File: src/core/wake_irq_defs.vh
`ifndef WAKE_IRQ_DEFS_VH
`define WAKE_IRQ_DEFS_VH
// ----------------------------------------------------------------
// Register addresses
// ----------------------------------------------------------------
`define ADDR_RATE_LIMIT 5'h05
`define ADDR_STATUS     5'h08
// ----------------------------------------------------------------
// Command types, top three command bits
// ----------------------------------------------------------------
`define CMD_READ_REG    3'h2
`define CMD_WRITE_REG   3'h3
`define CMD_CLEAR_IRQ   3'h5
// ----------------------------------------------------------------
// Rate and limit configuration fields
// ----------------------------------------------------------------
`define RATE_HI         7
`define RATE_LO         6
`define LIMIT_HI        5
`define LIMIT_LO        0
`define CFG_RESET       8'h9C
`define LIMIT_MIN       6'h0C
`define RATE_X8         2'h0
`define RATE_X4         2'h1
`define RATE_X2         2'h2
// ----------------------------------------------------------------
// Status fields
// ----------------------------------------------------------------
`define ST_WAKE         7
`define ST_LOW          6
`define ST_AUX          5
`define ST_KEY_HI       4
`define ST_KEY_LO       0
// ----------------------------------------------------------------
// Timing and sizes
// ----------------------------------------------------------------
`define DEBOUNCE_COUNT  14'h2003
`define BYTE_LAST       3'h7
`define SYNC_FILL       2'h2
`define KEYS_IDLE       5'h1F
`endif

File: src/core/sync2.v
`timescale 1ns/1ps
module sync2 #(
  parameter         W         = 1,
  parameter [W-1:0] RESET_VAL = {W{1'b0}}
) (
  input  wire         clk,      // System clock
  input  wire         resetn,   // Async reset, active low
  input  wire [W-1:0] d,        // Asynchronous levels
  output wire [W-1:0] q         // Synchronised levels
);
  reg [W-1:0] meta_reg;
  reg [W-1:0] sync_reg;

  always @(posedge clk or negedge resetn) begin
    if (!resetn) begin
      meta_reg <= RESET_VAL;
      sync_reg <= RESET_VAL;
    end else begin
      meta_reg <= d;
      sync_reg <= meta_reg;
    end
  end

  assign q = sync_reg;
endmodule // sync2

File: src/core/key_debounce.v
`timescale 1ns/1ps
module key_debounce #(
  parameter N     = 5,
  parameter CW    = 14,
  parameter LIMIT = 14'h2003
) (
  input  wire         clk,      // System clock
  input  wire         resetn,   // Async reset, active low
  input  wire         enable,   // Device in an active mode
  input  wire         tick,     // One base clock period
  input  wire [N-1:0] keys,     // Synchronised key levels
  output reg          running,  // Counter running
  output reg          done      // Debounce complete pulse
);
  reg [N-1:0] prev_reg;
  reg [CW-1:0] count_reg;
  reg [2:0]   key_reg;
  wire [N-1:0] ev = enable ? (keys ^ prev_reg) : {N{1'b0}};

  function [N-1:0] key_mask;
    input [2:0] k;
    begin
      key_mask = {{(N-1){1'b0}}, 1'b1} << k;
    end
  endfunction

  // Events on keys other than the one being debounced
  wire [N-1:0] others = ev & ~key_mask(key_reg);
  wire         other  = |others;

  function [2:0] first_one;
    input [N-1:0] v;
    integer i;
    begin
      first_one = 3'h0;
      for (i = N - 1; i >= 0; i = i - 1)
        if (v[i]) first_one = i[2:0];
    end
  endfunction

  always @(posedge clk or negedge resetn) begin
    if (!resetn) begin
      prev_reg  <= {N{1'b1}};
      count_reg <= {CW{1'b0}};
      key_reg   <= 3'h0;
      running   <= 1'b0;
      done      <= 1'b0;
    end else begin
      prev_reg <= keys;
      done     <= 1'b0;
      if (|ev) begin
        if (running && !other) begin
          running <= 1'b0;
        end else begin
          running   <= 1'b1;
          count_reg <= {CW{1'b0}};
          key_reg   <= first_one(other ? others : ev);
        end
      end else if (running && tick) begin
        if (count_reg == LIMIT - 1) begin
          running <= 1'b0;
          done    <= 1'b1;
        end else begin
          count_reg <= count_reg + 1'b1;
        end
      end
    end
  end
endmodule // key_debounce

File: src/core/wake_status_irq_logic.v
// Contract
// - Rate field bits 7:6 scale base period by 8, 4, 2, 1; reset code 10.
// - Limit field bits 5:0 gives (value-1) scaled periods; below 12 refused; reset 28.
// - Eight-bit status register readable at address 8 over serial port.
// - Interrupt on wake flag set, aux flag set, or debounced key event.
// - Status read clears wake, supply-low, aux flags and interrupt.
// - Key status bits read inverted key level; key wake sets bit and interrupt.
// - Key event zeroes and starts debounce; at 8195 periods update, interrupt, stop.
// - Same key event during debounce stops counter without update.
// - Other key event during debounce restarts counter from zero.
// - Running debounce forces supply and clock-output enables high.
// - Key interrupt cleared by status read or clear-interrupt command.
// - Wake pin rising edge sets wake flag; interrupt only on flag 0 to 1.
// - Wake flag high forces supply and clock-output enables high.
// - Wake pin falling has no effect on mode.
// - Aux rise in non-aux active modes sets aux flag; interrupt on 0 to 1.
// - Supply-low sets on low; clears only when restored and status read.
// - Wake from off by wake pin sets flag and interrupt once logic is active.
// - Wake from off with aux detector high sets aux flag and raises interrupt.
// - Command with top bits 101 drives interrupt low.
`timescale 1ns/1ps
`include "wake_irq_defs.vh"
module wake_status_irq_logic #(
  parameter BASE_DIV       = 8'h01,
  parameter DEBOUNCE_COUNT = `DEBOUNCE_COUNT
) (
  input  wire       sys_clk,           // System clock, 200 MHz
  input  wire       resetn,            // Async reset, active low
  input  wire       cs,                // Serial select, high active
  input  wire       sck,               // Serial clock
  input  wire       sdi,               // Serial data in, MSB first
  output wire       sdo,               // Serial data out
  output wire       sdo_oe,            // Serial data output enable
  input  wire [4:0] key_input_n,       // Key inputs, low = pressed
  input  wire       wake_pin,          // Wake pin level
  input  wire       aux_supply_pin,    // Aux supply detector, high = ok
  input  wire       supply_low,        // Ext supply comparator, high = low
  input  wire       active_mode,       // Device in an active mode
  input  wire       aux_mode,          // Device in aux mode
  input  wire       limit_extend,      // Doubles the scaled period
  input  wire       limit_restart,     // Restarts the limit timer
  output wire       irq,               // Interrupt to host, high active
  output wire       ext_supply_force,  // Forces ext supply enable
  output wire       clk_out_force,     // Forces clock output enable
  output wire       scaled_clk_tick,   // One scaled data clock period
  output wire       limit_expired,     // Limit time elapsed
  output wire [1:0] rate_range,        // Bit-rate range field
  output wire [5:0] max_limit          // Max pulse limit field
);
  // --------------------------------------------------------------
  // Serial states
  // --------------------------------------------------------------
  localparam PH_CMD = 4'b0001;
  localparam PH_RD  = 4'b0010;
  localparam PH_WR  = 4'b0100;
  localparam PH_IGN = 4'b1000;

  wire [6:0] sync_q;
  wire [4:0] keys_s = sync_q[4:0];
  wire       wake_s = sync_q[5];
  wire       aux_s  = sync_q[6];

  reg  [7:0] cfg_reg;
  reg        wake_flag_reg;
  reg        low_flag_reg;
  reg        aux_flag_reg;
  reg  [4:0] key_state_reg;
  reg        irq_reg;
  reg        wake_prev_reg;
  reg        aux_prev_reg;
  reg  [1:0] start_cnt_reg;
  reg        started_reg;
  reg        force_reg;
  reg  [3:0] phase_reg;
  reg  [2:0] bit_cnt_reg;
  reg  [6:0] rx_reg;
  reg  [7:0] tx_reg;
  reg  [4:0] addr_reg;
  reg        sck_prev_reg;
  reg        sdo_reg;
  reg        sdo_oe_reg;
  reg  [7:0] base_cnt_reg;
  reg  [4:0] scale_cnt_reg;
  reg        scaled_tick_reg;
  reg  [5:0] limit_cnt_reg;
  reg        limit_exp_reg;

  wire       deb_running;
  wire       deb_done;

  // --------------------------------------------------------------
  // Input synchronisers and key debounce
  // --------------------------------------------------------------
  sync2 #(
    .W         (7),
    .RESET_VAL ({2'b00, `KEYS_IDLE})
  ) u_sync (
    .clk    (sys_clk),
    .resetn (resetn),
    .d      ({aux_supply_pin, wake_pin, key_input_n}),
    .q      (sync_q)
  );

  wire base_tick = (base_cnt_reg == BASE_DIV - 1'b1);

  key_debounce #(
    .N     (5),
    .CW    (14),
    .LIMIT (DEBOUNCE_COUNT)
  ) u_deb (
    .clk     (sys_clk),
    .resetn  (resetn),
    .enable  (active_mode & started_reg),
    .tick    (base_tick),
    .keys    (keys_s),
    .running (deb_running),
    .done    (deb_done)
  );

  // --------------------------------------------------------------
  // Rate scaling
  // --------------------------------------------------------------
  function [4:0] scale_factor;
    input [1:0] rate;
    input       ext;
    reg   [4:0] f;
    begin
      case (rate)
        `RATE_X8: f = 5'h08;
        `RATE_X4: f = 5'h04;
        `RATE_X2: f = 5'h02;
        default:  f = 5'h01;
      endcase
      scale_factor = ext ? {f[3:0], 1'b0} : f;
    end
  endfunction

  wire [4:0] scale_last = scale_factor(cfg_reg[`RATE_HI:`RATE_LO], limit_extend) - 1'b1;

  // --------------------------------------------------------------
  // Serial decode
  // --------------------------------------------------------------
  wire       sck_rise  = cs && sck && !sck_prev_reg;
  wire       sck_fall  = cs && !sck && sck_prev_reg;
  wire       byte_done = sck_rise && (bit_cnt_reg == `BYTE_LAST);
  wire [7:0] byte_in   = {rx_reg, sdi};
  wire [2:0] cmd_type  = byte_in[7:5];
  wire [4:0] look_addr = (phase_reg == PH_CMD) ? byte_in[4:0] : addr_reg + 1'b1;
  wire       rd_load   = byte_done &&
                         ((phase_reg == PH_CMD && cmd_type == `CMD_READ_REG) ||
                          phase_reg == PH_RD);
  wire       status_rd = rd_load && (look_addr == `ADDR_STATUS);
  wire       clr_cmd   = byte_done && phase_reg == PH_CMD &&
                         cmd_type == `CMD_CLEAR_IRQ;
  wire       cfg_wr    = byte_done && phase_reg == PH_WR &&
                         addr_reg == `ADDR_RATE_LIMIT;

  reg  [7:0] status_vec;
  reg  [7:0] rd_byte;

  always @* begin
    status_vec = 8'h00;
    status_vec[`ST_WAKE] = wake_flag_reg;
    status_vec[`ST_LOW]  = low_flag_reg;
    status_vec[`ST_AUX]  = aux_flag_reg;
    status_vec[`ST_KEY_HI:`ST_KEY_LO] = key_state_reg;
    case (look_addr)
      `ADDR_RATE_LIMIT: rd_byte = cfg_reg;
      `ADDR_STATUS:     rd_byte = status_vec;
      default:          rd_byte = 8'h00;
    endcase
  end

  always @(posedge sys_clk or negedge resetn) begin
    if (!resetn) begin
      phase_reg    <= PH_CMD;
      bit_cnt_reg  <= 3'h0;
      rx_reg       <= 7'h00;
      tx_reg       <= 8'h00;
      addr_reg     <= 5'h00;
      sck_prev_reg <= 1'b0;
      sdo_reg      <= 1'b0;
      sdo_oe_reg   <= 1'b0;
    end else begin
      sck_prev_reg <= sck;
      // Enable leaves on a flop, one cycle behind select
      sdo_oe_reg   <= cs;
      if (!cs) begin
        // Interface held in reset while deselected
        phase_reg   <= PH_CMD;
        bit_cnt_reg <= 3'h0;
        tx_reg      <= 8'h00;
        sdo_reg     <= 1'b0;
      end else if (sck_rise) begin
        rx_reg      <= byte_in[6:0];
        bit_cnt_reg <= bit_cnt_reg + 1'b1;
        if (byte_done) begin
          case (phase_reg)
            PH_CMD: begin
              addr_reg <= byte_in[4:0];
              case (cmd_type)
                `CMD_READ_REG: begin
                  phase_reg <= PH_RD;
                  tx_reg    <= rd_byte;
                end
                `CMD_WRITE_REG: begin
                  phase_reg <= PH_WR;
                  tx_reg    <= byte_in;
                end
                default: begin
                  phase_reg <= PH_IGN;
                  tx_reg    <= 8'h00;
                end
              endcase
            end
            PH_RD: begin
              addr_reg <= look_addr;
              tx_reg   <= rd_byte;
            end
            PH_WR: begin
              addr_reg <= addr_reg + 1'b1;
              tx_reg   <= byte_in;
            end
            default: tx_reg <= 8'h00;
          endcase
        end
      end else if (sck_fall) begin
        sdo_reg <= tx_reg[7];
        tx_reg  <= {tx_reg[6:0], 1'b0};
      end
    end
  end

  // --------------------------------------------------------------
  // Configuration register
  // --------------------------------------------------------------
  // A limit below the minimum is refused; the rate field still takes.
  always @(posedge sys_clk or negedge resetn) begin
    if (!resetn) begin
      cfg_reg <= `CFG_RESET;
    end else if (cfg_wr) begin
      cfg_reg[`RATE_HI:`RATE_LO] <= byte_in[`RATE_HI:`RATE_LO];
      if (byte_in[`LIMIT_HI:`LIMIT_LO] >= `LIMIT_MIN)
        cfg_reg[`LIMIT_HI:`LIMIT_LO] <= byte_in[`LIMIT_HI:`LIMIT_LO];
    end
  end

  // --------------------------------------------------------------
  // Scaled data clock and limit timer
  // --------------------------------------------------------------
  always @(posedge sys_clk or negedge resetn) begin
    if (!resetn) begin
      base_cnt_reg    <= 8'h00;
      scale_cnt_reg   <= 5'h00;
      scaled_tick_reg <= 1'b0;
      limit_cnt_reg   <= 6'h00;
      limit_exp_reg   <= 1'b0;
    end else begin
      base_cnt_reg    <= base_tick ? 8'h00 : base_cnt_reg + 1'b1;
      scaled_tick_reg <= 1'b0;
      if (base_tick) begin
        if (scale_cnt_reg >= scale_last) begin
          scale_cnt_reg   <= 5'h00;
          scaled_tick_reg <= 1'b1;
        end else begin
          scale_cnt_reg <= scale_cnt_reg + 1'b1;
        end
      end
      if (limit_restart) begin
        limit_cnt_reg <= 6'h00;
        limit_exp_reg <= 1'b0;
      end else if (scaled_tick_reg && !limit_exp_reg) begin
        limit_cnt_reg <= limit_cnt_reg + 1'b1;
        if (limit_cnt_reg + 1'b1 >= cfg_reg[`LIMIT_HI:`LIMIT_LO] - 1'b1)
          limit_exp_reg <= 1'b1;
      end
    end
  end

  // --------------------------------------------------------------
  // Status flags and interrupt
  // --------------------------------------------------------------
  // Levels are caught once the synchronisers have filled after reset,
  // standing in for a wake from off by key, wake pin or aux supply.
  wire startup  = !started_reg && (start_cnt_reg == `SYNC_FILL);
  wire live     = started_reg && active_mode;
  wire key_wake = startup && (keys_s != `KEYS_IDLE);
  // Falling wake pin deliberately has no effect here
  wire wake_set = (live && wake_s && !wake_prev_reg) ||
                  (startup && wake_s);
  wire aux_set  = (live && !aux_mode && aux_s && !aux_prev_reg) ||
                  (startup && aux_s);
  wire irq_set  = (wake_set && !wake_flag_reg) ||
                  (aux_set && !aux_flag_reg) ||
                  deb_done || key_wake;

  always @(posedge sys_clk or negedge resetn) begin
    if (!resetn) begin
      wake_flag_reg <= 1'b0;
      low_flag_reg  <= 1'b0;
      aux_flag_reg  <= 1'b0;
      key_state_reg <= 5'h00;
      irq_reg       <= 1'b0;
      wake_prev_reg <= 1'b0;
      aux_prev_reg  <= 1'b0;
      start_cnt_reg <= 2'h0;
      started_reg   <= 1'b0;
      force_reg     <= 1'b0;
    end else begin
      wake_prev_reg <= wake_s;
      aux_prev_reg  <= aux_s;
      if (!started_reg)
        start_cnt_reg <= start_cnt_reg + 1'b1;
      if (startup)
        started_reg <= 1'b1;
      // Set wins over a read in the same cycle for every flag
      if (wake_set)
        wake_flag_reg <= 1'b1;
      else if (status_rd)
        wake_flag_reg <= 1'b0;
      if (aux_set)
        aux_flag_reg <= 1'b1;
      else if (status_rd)
        aux_flag_reg <= 1'b0;
      if (supply_low)
        low_flag_reg <= 1'b1;
      else if (status_rd)
        low_flag_reg <= 1'b0;
      if (deb_done || key_wake)
        key_state_reg <= ~keys_s;
      if (irq_set)
        irq_reg <= 1'b1;
      else if (status_rd || clr_cmd)
        irq_reg <= 1'b0;
      force_reg <= wake_flag_reg || deb_running;
    end
  end

  assign sdo              = sdo_reg;
  assign sdo_oe           = sdo_oe_reg;
  assign irq              = irq_reg;
  assign ext_supply_force = force_reg;
  assign clk_out_force    = force_reg;
  assign scaled_clk_tick  = scaled_tick_reg;
  assign limit_expired    = limit_exp_reg;
  assign rate_range       = cfg_reg[`RATE_HI:`RATE_LO];
  assign max_limit        = cfg_reg[`LIMIT_HI:`LIMIT_LO];
endmodule // wake_status_irq_logic

File: config.mk
export PLATFORM = sky130hd
export DESIGN_NAME = wake_status_irq_logic
export DESIGN_NICKNAME = d
export VERILOG_FILES = /design/src/core/sync2.v /design/src/core/key_debounce.v /design/src/core/wake_status_irq_logic.v
export VERILOG_INCLUDE_DIRS = /design/src /design/src/core
export SDC_FILE = /design/constraint.sdc
export NUM_CORES = 1
export LEC_CHECK = 0
export ABC_CLOCK_PERIOD_IN_PS = 2550
export CELL_PAD_IN_SITES_DETAIL_PLACEMENT = 1
export CELL_PAD_IN_SITES_GLOBAL_PLACEMENT = 1
export CORE_ASPECT_RATIO = 0.8
export CORE_UTILIZATION = 30
export CTS_CLUSTER_SIZE = 28
export DETAILED_ROUTE_END_ITERATION = 12
export DONT_BUFFER_PORTS = 1
export PLACE_DENSITY_LB_ADDON = 0.1
export SLEW_MARGIN = 20
export SYNTH_ARGS = -nofsm -noshare
export SYNTH_HDL_FRONTEND = slang
export SYNTH_SLANG_ARGS = --single-unit
File: constraint.sdc
create_clock -name sys_clk -period 2.55 [get_ports sys_clk]
set_input_delay 0.255 -clock sys_clk [delete_from_list [all_inputs] [get_ports sys_clk]]
set_output_delay 0.255 -clock sys_clk [all_outputs]
set_load 0.05 [all_outputs]
Word-level counts from Yosys, hierarchy flattened

Cells that the tools add are included.

Register bits after elaboration: 112
Input port bits: 17
Output and inout port bits: 15
Word-level logic and storage cells: 198

Add/sub/neg operators: 9
Order comparisons: 3
Equal/unequal tests: 24
Shifts and indexed selects: 1
Multiplexer cells: 54
Bitwise logic cells: 6
Reduce and logical (&&, ||, !) cells: 69

Operator list:

| operator                | number |
|---|---|
| $mux W14                | 4 |
| $mux W8                 | 5 |
| $pmux W8 S2             | 2 |
| $logic_and A1 B1 Y1     | 27 |
| $mux W5                 | 5 |
| $pmux W8 S3             | 1 |
| $mux W1                 | 21 |
| $mux W3                 | 7 |
| $mux W4                 | 4 |
| $reduce_bool A2 Y1      | 8 |
| $pmux W5 S3             | 1 |
| $add A14 B1 Y14 const B | 1 |
| $eq A14 B14 Y1 const B  | 1 |
| $reduce_and A2 Y1       | 7 |
| $mux W6                 | 2 |
| $pmux W4 S3             | 1 |
| $add A5 B1 Y5 const B   | 2 |
| $eq A5 B3 Y1 const B    | 2 |
| $logic_not A1 Y1        | 10 |
| $ne A2 B1 Y1 const B    | 5 |
| $not A5 Y5              | 2 |
| $reduce_or A5 Y1        | 2 |
| $logic_or A1 B1 Y1      | 9 |
| $add A8 B1 Y8 const B   | 1 |
| other kinds (31)        | 36 |

Longest topological paths before layout

Depth after elaboration: 10
Mapped depth: 10
Gate-level depth less buffers: 10

Hierarchy

Synthesis repeated with hierarchy kept, for this count alone.

Cell total of the unflattened synthesis: 576
Area, all modules: 5,874.4 µm²

By module, submodules not included:

| module                | instances | cells an instance | area each (µm²) | sequential area each (µm²) |
|---|---|---|---|---|
| wake_status_irq_logic | 1         | 400               | 4,042.6         | 1,858.0 |
| key_debounce          | 1         | 162               | 1,468.9         | 606.8 |
| sync2                 | 1         | 14                | 362.8           | 362.8 |

Worst setup path before layout

Ideal clock, no wire load.

Path kind: register to register
Start point: register cfg_reg[7]
End point: register scale_cnt_reg[0]
Arrival time: 2,626 ps
Data required time: 2,485 ps
Path slack: -141 ps
Cell stages (with the launch flop): 11
Period minus slack after synthesis: 2,691 ps
Cell sequence: dfstp_2 -> clkbuf_1 -> nand3b_1 -> ha_1 -> ha_1 -> a21o_1 -> a21o_1 -> a21o_1 -> a21o_1 -> nor2_1 -> mux2_2

Word-level cells in the longest chain between the ends: 6

RTL lines:

| what                                       | RTL line                    | source |
|---|---|---|
| from (decl)                                | wake_status_irq_logic.v:63  | `reg [7:0] cfg_reg;` |
| from (signal assigned)                     | wake_status_irq_logic.v:240 | `` cfg_reg <= `CFG_RESET; `` |
| from (signal, indexed assignment)          | wake_status_irq_logic.v:242 | `` cfg_reg[`RATE_HI:`RATE_LO] <= byte_in[`RATE_HI:`RATE_LO]; `` |
| from (signal, indexed assignment)          | wake_status_irq_logic.v:244 | `` cfg_reg[`LIMIT_HI:`LIMIT_LO] <= byte_in[`LIMIT_HI:`LIMIT_LO]; `` |
| $eq A2 B2 Y1, or another cell as far along | wake_status_irq_logic.v:128 | `case (rate)` |
| $pmux W4 S3 (*)                            | wake_status_irq_logic.v:128 |  |
| $mux W5 (*)                                | wake_status_irq_logic.v:134 | `scale_factor = ext ? {f[3:0], 1'b0} : f;` |
| $sub A5 B1 Y5 (*)                          | wake_status_irq_logic.v:138 | `` wire [4:0] scale_last = scale_factor(cfg_reg[`RATE_HI:`RATE_LO], limit_extend) - 1'b1; `` |
| $ge A5 B5 Y1 (*)                           | wake_status_irq_logic.v:262 | `if (scale_cnt_reg >= scale_last) begin` |
| $mux W5 (*)                                | wake_status_irq_logic.v:262 |  |
| to (signal assigned)                       | wake_status_irq_logic.v:266 | `scale_cnt_reg <= scale_cnt_reg + 1'b1;` |
| to (decl)                                  | wake_status_irq_logic.v:83  | `reg [4:0] scale_cnt_reg;` |

Every way passes the cells marked *; elsewhere a longest branch is shown, timed or not.
A chain may end at the register's enable or synchronous reset.

Worst setup path after layout

Start point: register cfg_reg[7]
End point: register scale_cnt_reg[2]

The elaborated chain is that of the path after synthesis.

==> reports/metrics.yaml <==
multiInputGateArea_mm2: 0.002758
grt_pass1_vias: 4422
synth_cells: 557
root_buffer: "clkbuf_16"
viasPerCell: 4.949
internal-power_mw: 2.979
clk_pin_slew_ps: 90
clock-sinks: 112
die-height_um: 125.4
r2r_slack_ps: 110
num_antenna_cells: 0
largest_register_ffs: 14
dr.pass1.iters: 4
crit_top_cell: "a21o_1"
ioPinCount: 32
numCtsBuffers: 9
switchingPower_mw: 1.421
synth_largest_area_cell: "dfrtp_1"
power_leakage_nw: 2.870
pwr-share-clk_pct: 34.8
cp_max_fo: 6
final_core_util_pct: 35.59
synth_nets: 598
wl_per_cell_um: 16.60
vdd_drop_max_v: 0.0003644
ys_warn_count: 0
netlist_area_mm2: 0.005714
cpPeakStageDelay_ps: 570
insertion_delay_ps: 370
timing.max_cap.violations: 0
path_cells: "nand3b_1, ha_1, ha_1, a21o_1, a21o_1, a21o_1, a21o_2, o21ai_0, a22o_1"
cts_tree: "built"
crit_family: "compound AO/OA/AOI/OAI gates"
final_cell_mix: "dfrtp_1, nand2_1, nor2_1, xnor2_1, nand3_1"
gp_congestion: 0.7852
slowest_stage: "dfstp_2"
worstMarginPinSlew_ps: 908.2
cp.required_ps: 2850
clock_skew_ps: 12.88
reg2reg_to: "scale_cnt_reg[2]"
drc: 0
start_kind: "flop"
start_util_pct: 31.08
synth-seq-cells: 112
violations: "hold timing"
wirelength_um: 13930
critPathLaunch: "cfg_reg[7]"
portBuffers: 0
place_area_mm2: 0.006070
rsz0062_at_grt: "yes"
hold_path_class: "primary input to asynchronous set/reset pin"
postLayoutCellArea_mm2: 0.006544
seqCellArea_mm2: 0.002828
gr-usage-all-layers_pct: 15.58
p_comb_share_pct: 16.8
sw_frac_of_total_pct: 32.29
fill_cells: 2083
grt_max_degree: 113
synth-edff-count: 0
critPathArrivalTime_ps: 2740
dp.cells: 810
layout-area-overhead-vs-synth_pct: 14.52
drt_iter0_markers: 189
grt_pass1_wl_um: 23690
place.detailed.hpwl_um: 10030
clock_path_buffers: 2
drt.antenna.violating_nets: 0
layout_min_cycle_time_ps: 2438
nets: 622
synth_area_leaders: "dfrtp_1, dfstp_2, ha_1, xnor2_1, nand2_1"
layout.cells.most_common: "dfrtp_1"
design.die.area_mm2: 0.01961
rr_worst_depth: 9
grt_antenna_before_repair: 0
vias: 4152
rows: 44
synth_top_area_share_pct: 40.29
power_density_mw_per_mm2: 672.4
h-tree-depth: 3
finalHoldViolCount: 112
final_cells: 839
avgSynthCellArea_um2: 10.26
ys.flop_type: "dfrtp_1"
async_reset_ff_share_pct: 100.0
fin_crit_sh_pct: 95.60
seqPwrFrac_pct: 48.4
hold_buffers: 12
ys_types: 64
die_w_um: 156.3
layout-drive-gt1-share_pct: 15.19
max_freq_ghz: 0.4102
reg2reg_from: "cfg_reg[7]"
crit_type: "flop to flop"
holdWs_ps: -426.1
end_kind: "flop"
path_buf_inv: 0
finalMaxSlewViolations: 0
ys_seq_area_share_pct: 49.49
max-slew-margin-rel_pct: 39.50
final-setup-viol-count: 0
status: "complete, but fails checks"
coreArea_mm2: 0.01839
grt-ovfl-total: 0
==> cells by family after synthesis <==
logic type / synth area share (%)
simple gates: 20.69
compound gates: 13.60
flops: 49.49
xor+xnor: 6.547
buf+inv: 2.518
fa+ha+maj: 5.255
mux: 1.905
==> worst max-delay path by stage <==
stage                       endpoint  slack, ps  depth (start not counted)
global route        scale_cnt_reg[3]        -10                          9
floorplan           scale_cnt_reg[4]        -20                         10
global placement    scale_cnt_reg[0]        230                          9
CTS                 scale_cnt_reg[4]         30                         10
detailed placement  scale_cnt_reg[4]         60                         10
finish              scale_cnt_reg[2]        110                          9
==> cell usage after synthesis, drive strengths merged, types with 4 or more instances <==
| cell type | instances |
|---|---|
| ha | 24 |
| nand2 | 62 |
| nor3 | 16 |
| or2 | 6 |
| o21ai | 38 |
| a22o | 7 |
| nand4 | 6 |
| a31oi | 5 |
| dfstp | 20 |
| nor2b | 12 |
| a222oi | 5 |
| xnor2 | 33 |
| and2 | 5 |
| nand2b | 8 |
| dfrtp | 92 |
| nor4 | 5 |
| clkbuf | 9 |
| nor2 | 52 |
| a22oi | 7 |
| a21o | 10 |
| inv | 14 |
| a21oi | 18 |
| buf | 8 |
| xor2 | 8 |
| and3 | 13 |
| o31ai | 4 |
| mux2 | 7 |
| nand3 | 30 |
==> metrics by stage <==
stage | setup WS (ps) | power [mW] | setup TNS, ps
after floorplan | -23.64 | 2.672 | -63.65
after global placement | 233.0 | 2.842 | 0
after detailed placement | 57.61 | 2.868 | 0
after CTS | 30.15 | 4.455 | 0
after global routing | -14.80 | 4.658 | -22.70
final | 112.1 | 4.400 | 0
==> power by group through the flow <==
| stage | clock network [mW] | registers [mW] | logic (mW) |
|---|---|---|---|
| floorplan | 0 | 2.07 | 0.605 |
| global placement | 0 | 2.16 | 0.678 |
| detailed placement | 0 | 2.16 | 0.707 |
| CTS | 1.60 | 2.13 | 0.727 |
| global route | 1.67 | 2.15 | 0.838 |
| finish | 1.53 | 2.13 | 0.739 |
==> final cells by class <==
type                    instances  share of cell area (%)
clock buffers                   9                   3.442
repair buffers                 30                   3.901
well taps                     253                   4.837
flip-flops and latches        112                   43.21
clock inverters                 7                   1.663
inverters                      14                  0.8031
multi-input cells             414                   42.14
==> timing repair <==
action	4_1_cts	5_1_grt
endpoints found under the hold margin	132	112
setup buffers	0	1
endpoints found under the setup margin	0	4
resized for setup	0	6
==> routing by layer <==
layer	part of all wire [%]	global-route usage, %	vias up
li1	-	-	2020
met1	53	23.30	2075
met2	43	22.72	49
met3	3.1	3.328	8
met4	0.94	3.633	0
met5	0	0	-
No activity file was read; power rests on OpenSTA's default activity.
